<file path="config.mk">
export PLATFORM = sky130hd
export DESIGN_NAME = sdpe_encoder
export DESIGN_NICKNAME = d
export VERILOG_FILES = /design/src/hw/sdpe_pkg.sv /design/src/hw/sdpe_encoder.sv
export VERILOG_INCLUDE_DIRS = /design/src /design/src/hw
export SDC_FILE = /design/constraint.sdc
export NUM_CORES = 1
export LEC_CHECK = 0
export ABC_CLOCK_PERIOD_IN_PS = 5160
export BUFFER_PORTS_ARGS = -buffer_cell sky130_fd_sc_hd__clkbuf_2
export CELL_PAD_IN_SITES_DETAIL_PLACEMENT = 0
export CELL_PAD_IN_SITES_GLOBAL_PLACEMENT = 1
export CORE_ASPECT_RATIO = 0.6
export CORE_MARGIN = 10
export CORE_UTILIZATION = 49
export DETAILED_ROUTE_END_ITERATION = 10
export PLACE_DENSITY = 0.85
export RECOVER_POWER = 100
export SKIP_CTS_REPAIR_TIMING = 1
export SLEW_MARGIN = 0
export SYNTH_ARGS = -nofsm -noshare
export SYNTH_HDL_FRONTEND = slang
export SYNTH_SLANG_ARGS = --single-unit
</file>
<file path="constraint.sdc">
create_clock -name clock -period 5.16 [get_ports clock]
set_input_delay 1.548 -clock clock [delete_from_list [all_inputs] [get_ports clock]]
set_output_delay 1.548 -clock clock [all_outputs]
set_load 0.1 [all_outputs]
</file>
<file path="src/hw/sdpe_defines.svh">
`ifndef SDPE_DEFINES_SVH
`define SDPE_DEFINES_SVH

// Clock period in picoseconds (200 MHz)
`define SDPE_CLK_PS 5000
// Typical interval lengths in nanoseconds
`define SDPE_PRE_LOW_NS 15000
`define SDPE_SPEED_NS 30000
`define SDPE_CW_NS 45000
`define SDPE_CCW_NS 90000
// Cycle counts derived from the typical figures
`define SDPE_PRE_LOW_CYC ((`SDPE_PRE_LOW_NS * 1000) / `SDPE_CLK_PS)
`define SDPE_SPEED_CYC ((`SDPE_SPEED_NS * 1000) / `SDPE_CLK_PS)
`define SDPE_CW_CYC ((`SDPE_CW_NS * 1000) / `SDPE_CLK_PS)
`define SDPE_CCW_CYC ((`SDPE_CCW_NS * 1000) / `SDPE_CLK_PS)
// Counter width: covers the longest count (18000)
`define SDPE_CNT_W 15
// Start-up figures
`define SDPE_START_EDGES 2
`define SDPE_HYST_SUPPR_DELAY 0
`define SDPE_DIR_SUPPR_DELAY 2
`define SDPE_WRONG_DIR_PULSES 1

`endif

</file>
<file path="src/hw/sdpe_pkg.sv">
package sdpe_pkg;
  typedef enum logic [2:0] {
    SDPE_IDLE = 3'b001,
    SDPE_PRE = 3'b010,
    SDPE_HIGH = 3'b100
  } sdpe_state_t;

  typedef enum logic [1:0] {
    SDPE_KIND_SPEED = 2'h0,
    SDPE_KIND_CW = 2'h1,
    SDPE_KIND_CCW = 2'h2
  } sdpe_kind_t;

  // Magnetic front-end inputs, already on the block clock
  typedef struct packed {
    logic edge_rise;
    logic edge_fall;
    logic dir_valid;
    logic dir_ccw;
  } sdpe_mag_t;

  typedef struct packed {
    sdpe_state_t st;
    sdpe_kind_t kind;
    logic [14:0] cnt;
    logic [1:0] edges;
    logic started;
    logic [1:0] pulses;
    logic dir_known;
    logic last_ccw;
    logic wrong_pend;
    logic cur_hi;
  } sdpe_regs_t;
endpackage : sdpe_pkg

</file>
<file path="src/hw/sdpe_encoder.sv">
// Overview of operation
// - Hold current low 15 us before pulse
// - Then drive high for encoded width
// - Speed-only pulse 30 us before direction
// - Speed pulses at once, direction when known
// - First pulse within 2 edges, rising only
// - Hysteresis suppression active from power-on
// - Direction suppression after 2 output pulses
// - Undirected speed pulses, any number, until direction known
// - One wrong-direction pulse after reversal; two if it meets a trigger edge with none pending
`timescale 1ns/1ps
`default_nettype none
`include "sdpe_defines.svh"

module sdpe_encoder
  import sdpe_pkg::*;
(
  input wire logic clock,
  input wire logic rst,
  input wire sdpe_mag_t mag,
  output logic cur_high,
  output logic busy,
  output logic dir_suppr_active,
  output logic hyst_suppr_active
);

  localparam logic [14:0] PRE_CYC = 15'(`SDPE_PRE_LOW_CYC);
  localparam logic [14:0] SPEED_CYC = 15'(`SDPE_SPEED_CYC);
  localparam logic [14:0] CW_CYC = 15'(`SDPE_CW_CYC);
  localparam logic [14:0] CCW_CYC = 15'(`SDPE_CCW_CYC);

  sdpe_regs_t r_q;
  sdpe_regs_t r_d;
  logic trig;
  logic [14:0] width;

  always_comb
  begin
    r_d = r_q;
    // Hysteresis suppression needs no pulses; it is on from reset
    hyst_suppr_active = 1'b1;
    // Until the first pulse only rising edges count; later either edge triggers
    trig = r_q.started ? (mag.edge_rise | mag.edge_fall) : mag.edge_rise;
    unique case (r_q.kind)
      SDPE_KIND_CW: width = CW_CYC;
      SDPE_KIND_CCW: width = CCW_CYC;
      default: width = SPEED_CYC;
    endcase
    if (mag.edge_rise | mag.edge_fall)
    begin
      if (r_q.edges != 2'(`SDPE_START_EDGES))
      begin
        r_d.edges = r_q.edges + 2'h1;
      end
    end
    if (mag.dir_valid)
    begin
      if (r_q.dir_known && (mag.dir_ccw != r_q.last_ccw))
      begin
        // One pulse may still go out with the old sense
        r_d.wrong_pend = 1'b1;
      end
      r_d.dir_known = 1'b1;
      r_d.last_ccw = mag.dir_ccw;
    end
    unique case (r_q.st)
      SDPE_IDLE:
      begin
        if (trig)
        begin
          r_d.st = SDPE_PRE;
          r_d.cnt = PRE_CYC - 15'h1;
          r_d.cur_hi = 1'b0;
          r_d.started = 1'b1;
          // Kind is frozen at the edge so a mid-pulse direction change cannot alter width
          if (!r_q.dir_known)
          begin
            r_d.kind = SDPE_KIND_SPEED;
          end
          else if (r_q.wrong_pend)
          begin
            r_d.kind = r_q.last_ccw ? SDPE_KIND_CW : SDPE_KIND_CCW;
            // A reversal seen in this same cycle keeps its pending wrong pulse: set wins
            if (!(mag.dir_valid && (mag.dir_ccw != r_q.last_ccw)))
            begin
              r_d.wrong_pend = 1'b0;
            end
          end
          else
          begin
            r_d.kind = r_q.last_ccw ? SDPE_KIND_CCW : SDPE_KIND_CW;
          end
        end
      end
      SDPE_PRE:
      begin
        if (r_q.cnt == 15'h0)
        begin
          r_d.st = SDPE_HIGH;
          r_d.cnt = width - 15'h1;
          r_d.cur_hi = 1'b1;
        end
        else
        begin
          r_d.cnt = r_q.cnt - 15'h1;
        end
      end
      SDPE_HIGH:
      begin
        if (r_q.cnt == 15'h0)
        begin
          r_d.st = SDPE_IDLE;
          r_d.cur_hi = 1'b0;
          if (r_q.pulses != 2'(`SDPE_DIR_SUPPR_DELAY))
          begin
            r_d.pulses = r_q.pulses + 2'h1;
          end
        end
        else
        begin
          r_d.cnt = r_q.cnt - 15'h1;
        end
      end
    endcase
  end

  always_ff @(posedge clock or posedge rst)
  begin
    if (rst)
    begin
      r_q <= '{st: SDPE_IDLE, kind: SDPE_KIND_SPEED, default: '0};
    end
    else
    begin
      r_q <= r_d;
    end
  end

  assign cur_high = r_q.cur_hi;
  assign busy = (r_q.st != SDPE_IDLE);
  assign dir_suppr_active = (r_q.pulses == 2'(`SDPE_DIR_SUPPR_DELAY));

endmodule : sdpe_encoder
`default_nettype wire

</file>
* Word-level counts from Yosys, hierarchy flattened
Cells that the tools add are included.
** Word-level totals
- Flip-flop bits (word level) :: 27
- Output and inout bits :: 4
- Input bits :: 6
- Logic and storage cells :: 56
** Operators by class
- Equality and inequality tests :: 13
- Bitwise gates (word level) :: 1
- Multiplexer cells :: 23
- Reductions and logical operators :: 7
- $add $sub $neg :: 3
** Operators with widths (count)
- 15-bit case mux with 3 select lines :: 1
- 15-bit two-way mux :: 2
- 15-bit case mux with 2 select lines :: 1
- 15-bit by 1-bit subtractor with 15-bit output (second input constant) :: 2
- 20-bit two-way mux :: 1
- 15-bit logical NOT :: 1
- 2-bit two-way mux :: 5
- 2-bit inequality test (second input constant) :: 5
- 1-bit two-way mux :: 9
- 3-bit case mux with 3 select lines :: 1
- 3-bit two-way mux :: 2
- 3-bit AND reduction :: 2
- 2-bit equality test (second input constant) :: 2
- 2-bit AND reduction :: 2
- 3-bit by 1-bit equality test with 1-bit output (second input constant) :: 1
- 3-bit by 2-bit equality test with 1-bit output (second input constant) :: 1
- 3-bit equality test (second input constant) :: 1
- 3-bit by 1-bit inequality test with 1-bit output (second input constant) :: 1
- 1-bit case mux with 3 select lines :: 1
- 2-bit by 1-bit adder with 2-bit output (second input constant) :: 1
- 2-bit by 1-bit equality test with 1-bit output (second input constant) :: 1
- 1-bit logical AND :: 2
- 1-bit inequality test :: 1
- 1-bit bitwise OR :: 1

* Logic depth before layout (Yosys ltp)
Gate-level depths: netlist of the first run.
- Word-level depth :: 9
- Mapped depth :: 10

* Worst setup path before layout of the first run
No wires, ideal clock.
- Kind :: register to output
- Start point :: register r_q[28] (netlist bit)
- End point :: output port busy
- Cell stages (with the launch flop) :: 3
- Arrival time :: 1832 ps
- Path slack :: 1780 ps
- Path buffers :: 0
- Data required time :: 3612 ps
- Cells stage by stage :: dfrtp_1 -> nor2_1 -> nand2_1
** On the way
- Longest elaborated chain between the ends :: 1
** Ends and longest elaborated chain
- from (decl) :: line sdpe_encoder.sv:32 : sdpe_regs_t r_q;
- from (signal assigned) :: line sdpe_encoder.sv:135 : r_q <= r_d;
- 3-bit by 1-bit inequality test with 1-bit output :: line sdpe_encoder.sv:140 : assign busy = (r_q.st != SDPE_IDLE);
- to (decl) :: line sdpe_encoder.sv:22 : output logic busy,
No other way between the ends.

* Worst setup path after layout of the first run
- Start point :: input port mag[2] (netlist bit)
- End point :: register r_q[9] (netlist bit)
** On the way
- Longest elaborated chain between the ends :: 4
** Ends and longest elaborated chain
- from (decl) :: line sdpe_encoder.sv:20 : input wire sdpe_mag_t mag,
- 1-bit bitwise OR
- 1-bit two-way mux :: line sdpe_encoder.sv:43 : trig = r_q.started ? (mag.edge_rise | mag.edge_fall) : mag.edge_rise;
- 2-bit inequality test (no line)
- 2-bit AND reduction (no line)
No other way between the ends.
A chain may end at the register's enable or synchronous reset.

==> run metrics, run 1 <==
DIE AREA=6200 um^2; status=completed; # DRC=0; DRT met1 WL=2.00 mm; worst-path cell chain=clkbuf_2 -> a21oi_1 -> nand3_1 -> a21boi_0 -> inv_1 -> a2111oi_0 -> a21oi_1; r2r worst-path depth=7; Hold Path Cell Cnt=1; initial drt markers=roughly 180; clk root buf=clkbuf_8; average wire per standard cell=17.2 um; most frequent cells in the layout=dfrtp_1 (25), o21ai_0 (18), nor2_1 (17); Port Buffers=8; crit path launch type=input pin; met3 wire len=between 400 and 500 um; number of routed nets with antenna violations=0; antenna violations before repair=0; Tmin final=3.53 ns; worst hold slack=0.494 ns; I/O pin total=10; Max-slew headroom=22.2%; period utilisation layout=68.4%; clock skew=around 0.011 ns; CTS H-Tree Depth=1; layout cells sized above 1=11.6%; slowest stage delay, CP=0.63 ns; Lkg Pwr=0.720 nW; Max Slew Vio Count=0; RSZ-0062 raised after global routing=no; ANT cells=0; Die X=95.2 um; peak supply drop=0.000310 V; crit path max fanout=17; family with the most delay on the worst path=compound AO/OA/AOI/OAI gates; Yosys reg bits=26; slowest CP cell=a21boi_0; top cells by area, synth=dfrtp_1 (38%), ha_1 (5.3%), o21ai_0 (4.8%); power density over the cells=between 300 and 400 nW/um^2; CP bufs+invs=2; Post-synth EDFFs=0; syn avg cell area=8.79 um^2; dominant cell type by area after synthesis=dfrtp_1; final-report setup violation count=0; largest register by flop count=r_q; terminus of the critical flop-to-flop path=r_q[21]$_DFFE_PP0P_; leading cell type in the layout, fill and taps excluded=dfrtp_1; critical path arrival=roughly 3.7 ns; CTS Sinks=26; area grow syn2layout=4.97%; CTS buffer count=3; Crit. path cell count=7; asr flop ratio synth=100%; Yosys top cell area share=37.7%; largest net degree at the start of global routing=27; CP required=about 5.3 ns; CTS tree=built; Unique masters post-synth=50; vias in the first global route=1,362; DR vias=1,408; highest metal used=met4; fmax=283 MHz; GRT Util Overall=13.3%; post-synthesis cell area=1660 um^2; Regs by FF count=r_q x26; max-cap violation count=0; Crit path top cell by count=a21oi_1; syn nets=202; final net count=203; Reg2Reg Setup Slack=2.11 ns; crit end category=flop; worst skew pair latency=0.28 ns; Worst-Margin Slew=1.17 ns; hold endpoint=r_q[6]$_DFFE_PP0P_; clock buffer depth=2; Die Height=65.1 um; DR pass1 iterations=4; Post-Synthesis Cells=between 150 and 200; clock-pin slew on the worst setup and hold paths=0.10 ns; HPWL Detailed=just under 3 mm; Starting Density=50.9%; Worst Path Class, Setup=input pin to flop; hold crit path type=flop to flop; vias per inst=6.02; total grt overflow=0; met2 wire length=1.58 mm; core box area=3260 um^2; final wirelength=4.02 mm; row count=16; Hold Fails Final Rpt=0; register area share after synthesis=39.2%; TNS Setup=0 ns; R2R Path Start=r_q[9]$_DFFE_PP0P_; most frequently used flop master after synthesis=dfrtp_1; GPL Wtd Cong=0.874; worst hold start=r_q[6]$_DFFE_PP0P_; yosys warns=0; max reg flops=26; global-route wire length before repair=6.64 mm
per-layer routing:
metal	global-route usage, %	up-vias
met2	17.8	62
met3	3.40	2
li1	-	685
met1	20.2	659
met4	3.35	0
met5	0	-
kinds of logic (layout without fill, tap and decap cells):
family                   count (synthesis)  after routing  share of synthesized area [%]
other                                    1              1                          0.226
AND/OR/NAND/NOR                         67             67                           21.6
flip-flops                              26             26                           39.2
multiplexers                             3              3                           1.88
XOR/XNOR                                 6              6                           3.16
AO/OA/AOI/OAI                           53             53                           21.6
buffers and inverters                   26             26                           7.00
adder cells (fa/ha/maj)                  7              7                           5.27
layout make-up:
type	instances	area, um^2
fill	294	1520
multi-input combinational	137	873
sequential	26	652
tap	45	56.3
inverter	13	48.8
timing repair buffer	9	42.5
clock buffer	3	41.3
clock inverter	1	30.0
worst max path at each step:
stage | from | endpoint
6_report | mag[2] | r_q[9]$_DFFE_PP0P_
4_1_cts | mag[2] | r_q[9]$_DFFE_PP0P_
2_1_floorplan | r_q[28]$_DFFE_PP0P_ | busy
5_1_grt | mag[2] | r_q[9]$_DFFE_PP0P_
3_5_place_dp | mag[2] | r_q[9]$_DFFE_PP0P_
3_3_place_gp | mag[2] | r_q[9]$_DFFE_PP0P_
metrics by stage:
step	power [mW]	util, %	area (um^2)	worst slack [ns]	cells
after global placement	0.407	52.0	1700	1.88	230
after global routing	0.623	53.5	1740	1.36	234
after detailed placement	0.413	52.0	1700	1.76	230
after floorplan	0.382	-	1660	1.78	189
after CTS	0.584	54.2	1770	2.03	234
final	0.583	53.5	1740	1.63	234
report_power, final:
part | internal [mW] | leakage [nW] | switching [mW]
logic | 0.0499 | 0.383 | 0.0711
registers | 0.241 | 0.301 | 0.0487
clock network | 0.104 | 0.0357 | 0.0684
total | 0.395 | 0.720 | 0.188
synth_stat cells, types with 2 or more instances:
master and number:
a211oi_1 2, a21oi_1 7, a22o_1 2, a31oi_1 3, a32o_1 2, buf_1 2
buf_2 6, clkbuf_1 3, dfrtp_1 25, ha_1 7, inv_1 12, mux2i_1 2
nand2_1 5, nand2b_1 2, nand3_1 11, nor2_1 17, nor3_1 7, nor4_1 7
o21ai_0 16, o21ai_1 2, o22ai_1 2, o2bb2ai_1 2, o31ai_1 3, o41ai_1 3
or2_2 8, or4_1 3, xnor2_1 2, xor2_1 4
Note: power is estimated with default switching activity, not from simulation.
==> run 2: changes to the inputs <==
- ABC_CLOCK_PERIOD_IN_PS: 5160 -> 3150
- CORE_UTILIZATION: 49 -> 41
- PLACE_DENSITY: 0.85 -> 0.76
- clock period: 5.16 -> 3.15 ns (I/O delays scaled with it)
==> run 2 against run 1 <==
The flow now finishes with violations (max-capacitance violations, max-slew violations). Routed wire length grew 4.7%. Global-route usage shrank 1.2 points. Utilization shrank 7.2 points. Sequential power grew 63%. Cell count grew 2.1%. Sequential share of layout area shrank 0.13 points. Register-to-register slack lost 1.9 ns. First-iteration DRC count grew 20%. Die area grew 14%. Cell area grew 0.36%. Combinational power grew 66%. Highest routed layer unchanged.
==> run metrics, run 2 (synthesized netlist as in run 1, its figures left out) <==
Lkg Pwr=0.723 nW; DIE AREA=7080 um^2; CTS H-Tree Depth=1; Regs by FF count=r_q x26; Die Height=between 60 and 70 um; I/O pin total=10; Worst setup startpoint=r_q[9]$_DFFE_PP0P_; placed cell count=approximately 240; CP required=3.32 ns; clk root buf=clkbuf_8; period utilisation layout=a little over 90%; Seq pwr share=52.6%; most frequent cells in the layout=dfrtp_1 (25), nor2_1 (18), o21ai_0 (17); leading cell type in the layout, fill and taps excluded=dfrtp_1; Starting Density=43.9%; CTS buffer count=3; max-cap violation count=1; GRT Util Overall=about an eighth; antenna violations before repair=0; sw frac=34.5%; vias in the first global route=1,361; clock power share=25.1%; RSZ-0062 raised after global routing=no; Die X=102 um; Tmin final=about 3 ns; largest register by flop count=r_q; power density over the cells=514 nW/um^2; Non-Filler Instances=about 240; initial drt markers=219; status=finished, violations left; CP bufs+invs=1; layout cells sized above 1=13.0%; final-report setup violation count=0; failing checks=max-capacitance violations, max-slew violations; filler instances=377; final wirelength=~4.2 mm; worst skew pair latency=0.28 ns; largest net degree at the start of global routing=27; clock-pin slew on the worst setup and hold paths=0.10 ns; final net count=206; Gate power share=22.3%; crit path max fanout=13; peak supply drop=roughly 0.00017 V; Port Buffers=8; TNS Setup=0 ns; family with the most delay on the worst path=simple AND/OR/NAND/NOR gates; Internal=590 uW; Worst-Margin Slew=between 1.5 and 2 ns; fmax=approximately 340 MHz; Reg2Reg Setup Slack=0.22 ns; worst-path cell chain=inv_1 -> ha_1 -> or3b_2 -> or4_4 -> a21oi_1 -> o21ai_1 -> a221o_1; global-route wire length before repair=~7.0 mm; # DRC=0; Hold Fails Final Rpt=0; area grow syn2layout=5.35%; HPWL Detailed=3.10 mm; row count=17; worst hold start=r_q[6]$_DFFE_PP0P_; slowest stage delay, CP=0.69 ns; Max Slew Vio Count=26; vias per inst=6.16; total grt overflow=0; switching pwr=310 uW; slowest CP cell=or4_4; critical path arrival=3.10 ns; clock buffer depth=2; max reg flops=26; CTS Sinks=26; crit path launch type=flop; average wire per standard cell=around 18 um; crit end category=flop; number of routed nets with antenna violations=0; DR pass1 iterations=5; clock skew=0.00231 ns; CTS tree=built; GPL Wtd Cong=between 0.9 and 1; hold crit path type=flop to flop; Max-slew headroom=-0.330%; Worst Path Class, Setup=flop to flop; ANT cells=0; R2R Path Start=r_q[9]$_DFFE_PP0P_; core box area=3790 um^2; DR vias=1,473
[run 2: worst paths after layout]
path	cells past startpoint	end
max	7	r_q[21]$_DFFE_PP0P_
min	1	r_q[6]$_DFFE_PP0P_
max reg2reg	7	r_q[21]$_DFFE_PP0P_
min reg2reg	1	r_q[6]$_DFFE_PP0P_
max in group asynchronous	3	r_q[18]$_DFFE_PP0P_
min in group asynchronous	3	r_q[14]$_DFFE_PP0P_
[run 2: area by class of cell]
class	instances	area [um^2]	share of cell area, %
clock buffers	4	55.1	3.15
well taps	47	58.8	3.36
multi-input cells	137	875	50.0
repair buffers	12	61.3	3.50
flip-flops and latches	26	652	37.2
inverters	13	48.8	2.79
[run 2: worst register-to-register path, stage by stage, from the launching register on]
cell and delay, ns:
dfrtp_1 0.40, inv_1 0.12, ha_1 0.20, or3b_2 0.57, or4_4 0.69, a21oi_1 0.40
o21ai_1 0.14, a221o_1 0.31
[run 2: metrics by stage]
stage          setup WS, ns  utilization (%)  instance area (um^2)  hold slack, ns  power, mW
5_1_grt               0.129             46.2                  1750           0.520      0.961
3_3_place_gp          0.510             45.5                  1720           0.454      0.664
4_1_cts               0.424             47.0                  1780           0.487      0.900
2_1_floorplan         0.373                -                  1660           0.440      0.625
3_5_place_dp          0.444             45.5                  1720           0.464      0.678
6_report              0.215             46.2                  1750           0.487      0.900
[run 2: power by group through the flow]
stage                     logic [mW]  registers [mW]  clock network [mW]
after floorplan                0.181           0.444                   0
after global placement         0.192           0.472                   0
after detailed placement       0.201           0.477                   0
after CTS                      0.201           0.470               0.229
after global routing           0.234           0.484               0.244
final                          0.201           0.473               0.226
[run 2: metal layers]
layer | vias to the layer above | global-route usage, % | wire length, um | share of wire [%]
li1 | 696 | - | - | -
met1 | 701 | 18.1 | 2060 | 49
met2 | 72 | 16.2 | 1720 | 41
met3 | 4 | 4.27 | 408 | 9.7
met4 | 0 | 1.70 | 25 | 0.59
met5 | - | 0 | 0 | 0
==> run 3: changes to the inputs <==
- BUFFER_PORTS_ARGS: -buffer_cell sky130_fd_sc_hd__clkbuf_2 -> -buffer_cell sky130_fd_sc_hd__buf_2
==> run 3 against run 2 <==
The flow now finishes without violations. Cell count is 0.42% lower. Critical path type unchanged. Hold slack worse by 0.00092 ns. Register-to-register slack better by 0.02 ns. Sequential share of layout area is 0.19 points lower. Critical endpoint unchanged. Routed wire length is 2.7% lower.
==> run metrics, run 3 (synthesized netlist as in run 1, its figures left out) <==
HPWL Detailed=3.07 mm; highest metal used=met4; ANT cells=0; total grt overflow=0; CTS H-Tree Depth=1; Max Slew Vio Count=0; Worst-Margin Slew=1.46 ns; peak supply drop=0.000210 V; I/O pin total=10; clock skew=roughly 0.006 ns; worst skew pair latency=0.27 ns; Starting Density=43.9%; r2r worst-path depth=7; DIE AREA=7080 um^2; CTS tree=built; antenna violations before repair=0; clock power share=29.4%; Worst Path Class, Setup=flop to flop; CP required=about 3.3 ns; CTS buffer count=3; largest register by flop count=r_q; crit path launch type=flop; worst hold start=r_q[6]$_DFFE_PP0P_; Gate power share=20.7%; Internal=648 uW; R2R Path Start=r_q[9]$_DFFE_PP0P_; core box area=3790 um^2; slowest CP cell=or4_4; status=completed; crit end category=flop; Hold Fails Final Rpt=0; critical path arrival=around 3 ns; final net count=205; vias in the first global route=around 1,400; clock-pin slew on the worst setup and hold paths=0.09 ns; met3 wire len=417 um; largest net degree at the start of global routing=27; leading cell type in the layout, fill and taps excluded=dfrtp_1; DRT met1 WL=2.03 mm; Reg area=approximately 650 um^2; vias per inst=approximately 6.1; row count=17; switching pwr=301 uW; layout cells sized above 1=around an eighth; max reg flops=26; initial drt markers=165; global-route wire length before repair=a little under 7 mm; final wirelength=4.10 mm; RSZ-0062 raised after global routing=no; family with the most delay on the worst path=simple AND/OR/NAND/NOR gates; terminus of the critical flop-to-flop path=r_q[21]$_DFFE_PP0P_; Setup WS pre-CTS=0.454 ns; Regs by FF count=r_q x26; clk root buf=clkbuf_8; Hold Path Cell Cnt=1; power density over the cells=between 500 and 600 nW/um^2; GRT Util Overall=between 10% and 20%; Overall Power=949 uW; hold crit path type=flop to flop; TNS Setup=0 ns; Max-slew headroom=2.49%; final-report setup violation count=0; filler instances=roughly 360; met2 wire length=1.64 mm; number of routed nets with antenna violations=0; slowest stage delay, CP=approximately 0.68 ns; final worst setup slack=0.232 ns; DR pass1 iterations=4; GPL Wtd Cong=0.868; Seq pwr share=49.9%; Tmin final=2.92 ns; Lkg Pwr=0.724 nW; DR vias=around 1,500; CTS Sinks=26; period utilisation layout=slightly above 90%; fmax=343 MHz; Multi-input gate area=875 um^2; most frequent cells in the layout=dfrtp_1 (25), nor2_1 (18), o21ai_0 (17); clock buffer depth=2; crit path max fanout=13; Port Buffers=8; CP bufs+invs=1; sw frac=31.7%; Reg2Reg Setup Slack=0.23 ns; average wire per standard cell=17.2 um; # DRC=0; hold endpoint=r_q[6]$_DFFE_PP0P_; Final Core Density=46.5%; worst-path cell chain=inv_1 -> ha_1 -> or3b_2 -> or4_4 -> a21oi_1 -> o21ai_1 -> a221o_1; Die Height=69.3 um; Die X=102 um; area grow syn2layout=5.87%; max-cap violation count=0
==> run 3: changes by cell type in the layout (fill, tap and decap cells not counted) <==
| cell | change |
|---|---|
| clkbuf_2 | -4 |
| clkbuf_8 | -1 |
| buf_4 | -1 |
| buf_2 | +4 |
| bufinv_16 | +1 |
==> run 3: how the worst max path moves through the flow <==
stage / startpoint / end / slack [ns] / cells after the start
floorplan: r_q[28]$_DFFE_PP0P_ / busy / 0.37 / 2
global placement: r_q[9]$_DFFE_PP0P_ / r_q[21]$_DFFE_PP0P_ / 0.48 / 7
detailed placement: r_q[9]$_DFFE_PP0P_ / r_q[21]$_DFFE_PP0P_ / 0.45 / 7
CTS: r_q[9]$_DFFE_PP0P_ / r_q[21]$_DFFE_PP0P_ / 0.45 / 7
global route: r_q[9]$_DFFE_PP0P_ / r_q[20]$_DFFE_PP0P_ / 0.15 / 7
finish: r_q[9]$_DFFE_PP0P_ / r_q[21]$_DFFE_PP0P_ / 0.23 / 7
==> run 3: metrics by stage <==
stage          hold WS (ns)  cells  cell area (um^2)
2_1_floorplan         0.440    189              1660
3_3_place_gp          0.453    234              1720
3_5_place_dp          0.464    234              1720
4_1_cts               0.487    238              1790
5_1_grt               0.524    238              1760
6_report              0.486    238              1760
==> run 3: metal layers <==
layer	up-vias	GRT usage, %
li1	694	-
met1	704	18.0
met2	57	15.1
met3	4	3.97
met4	0	2.01
met5	-	0
==> run 3: worst register-to-register path, cell delays in order, from the launching register on <==
cell and delay [ns]:
dfrtp_1 0.39, inv_1 0.10, ha_1 0.19, or3b_2 0.58, or4_4 0.68, a21oi_1 0.42, o21ai_1 0.15, a221o_1 0.30
==> run 3: area by class of cell <==
class	count	area share [%]
Multi-Input combinational cell	137	49.7
Sequential cell	26	37.1
Tap cell	47	3.34
Timing Repair Buffer	11	3.06
Inverter	13	2.77
Clock buffer	3	2.35
Clock inverter	1	1.71
==> run 3: power groups by stage <==
stage	clock, mW	sequential, mW	combinational (mW)
after global routing	0.303	0.483	0.222
final	0.279	0.473	0.197
after detailed placement	0	0.475	0.198
after CTS	0.286	0.469	0.198
after global placement	0	0.471	0.190
after floorplan	0	0.444	0.181
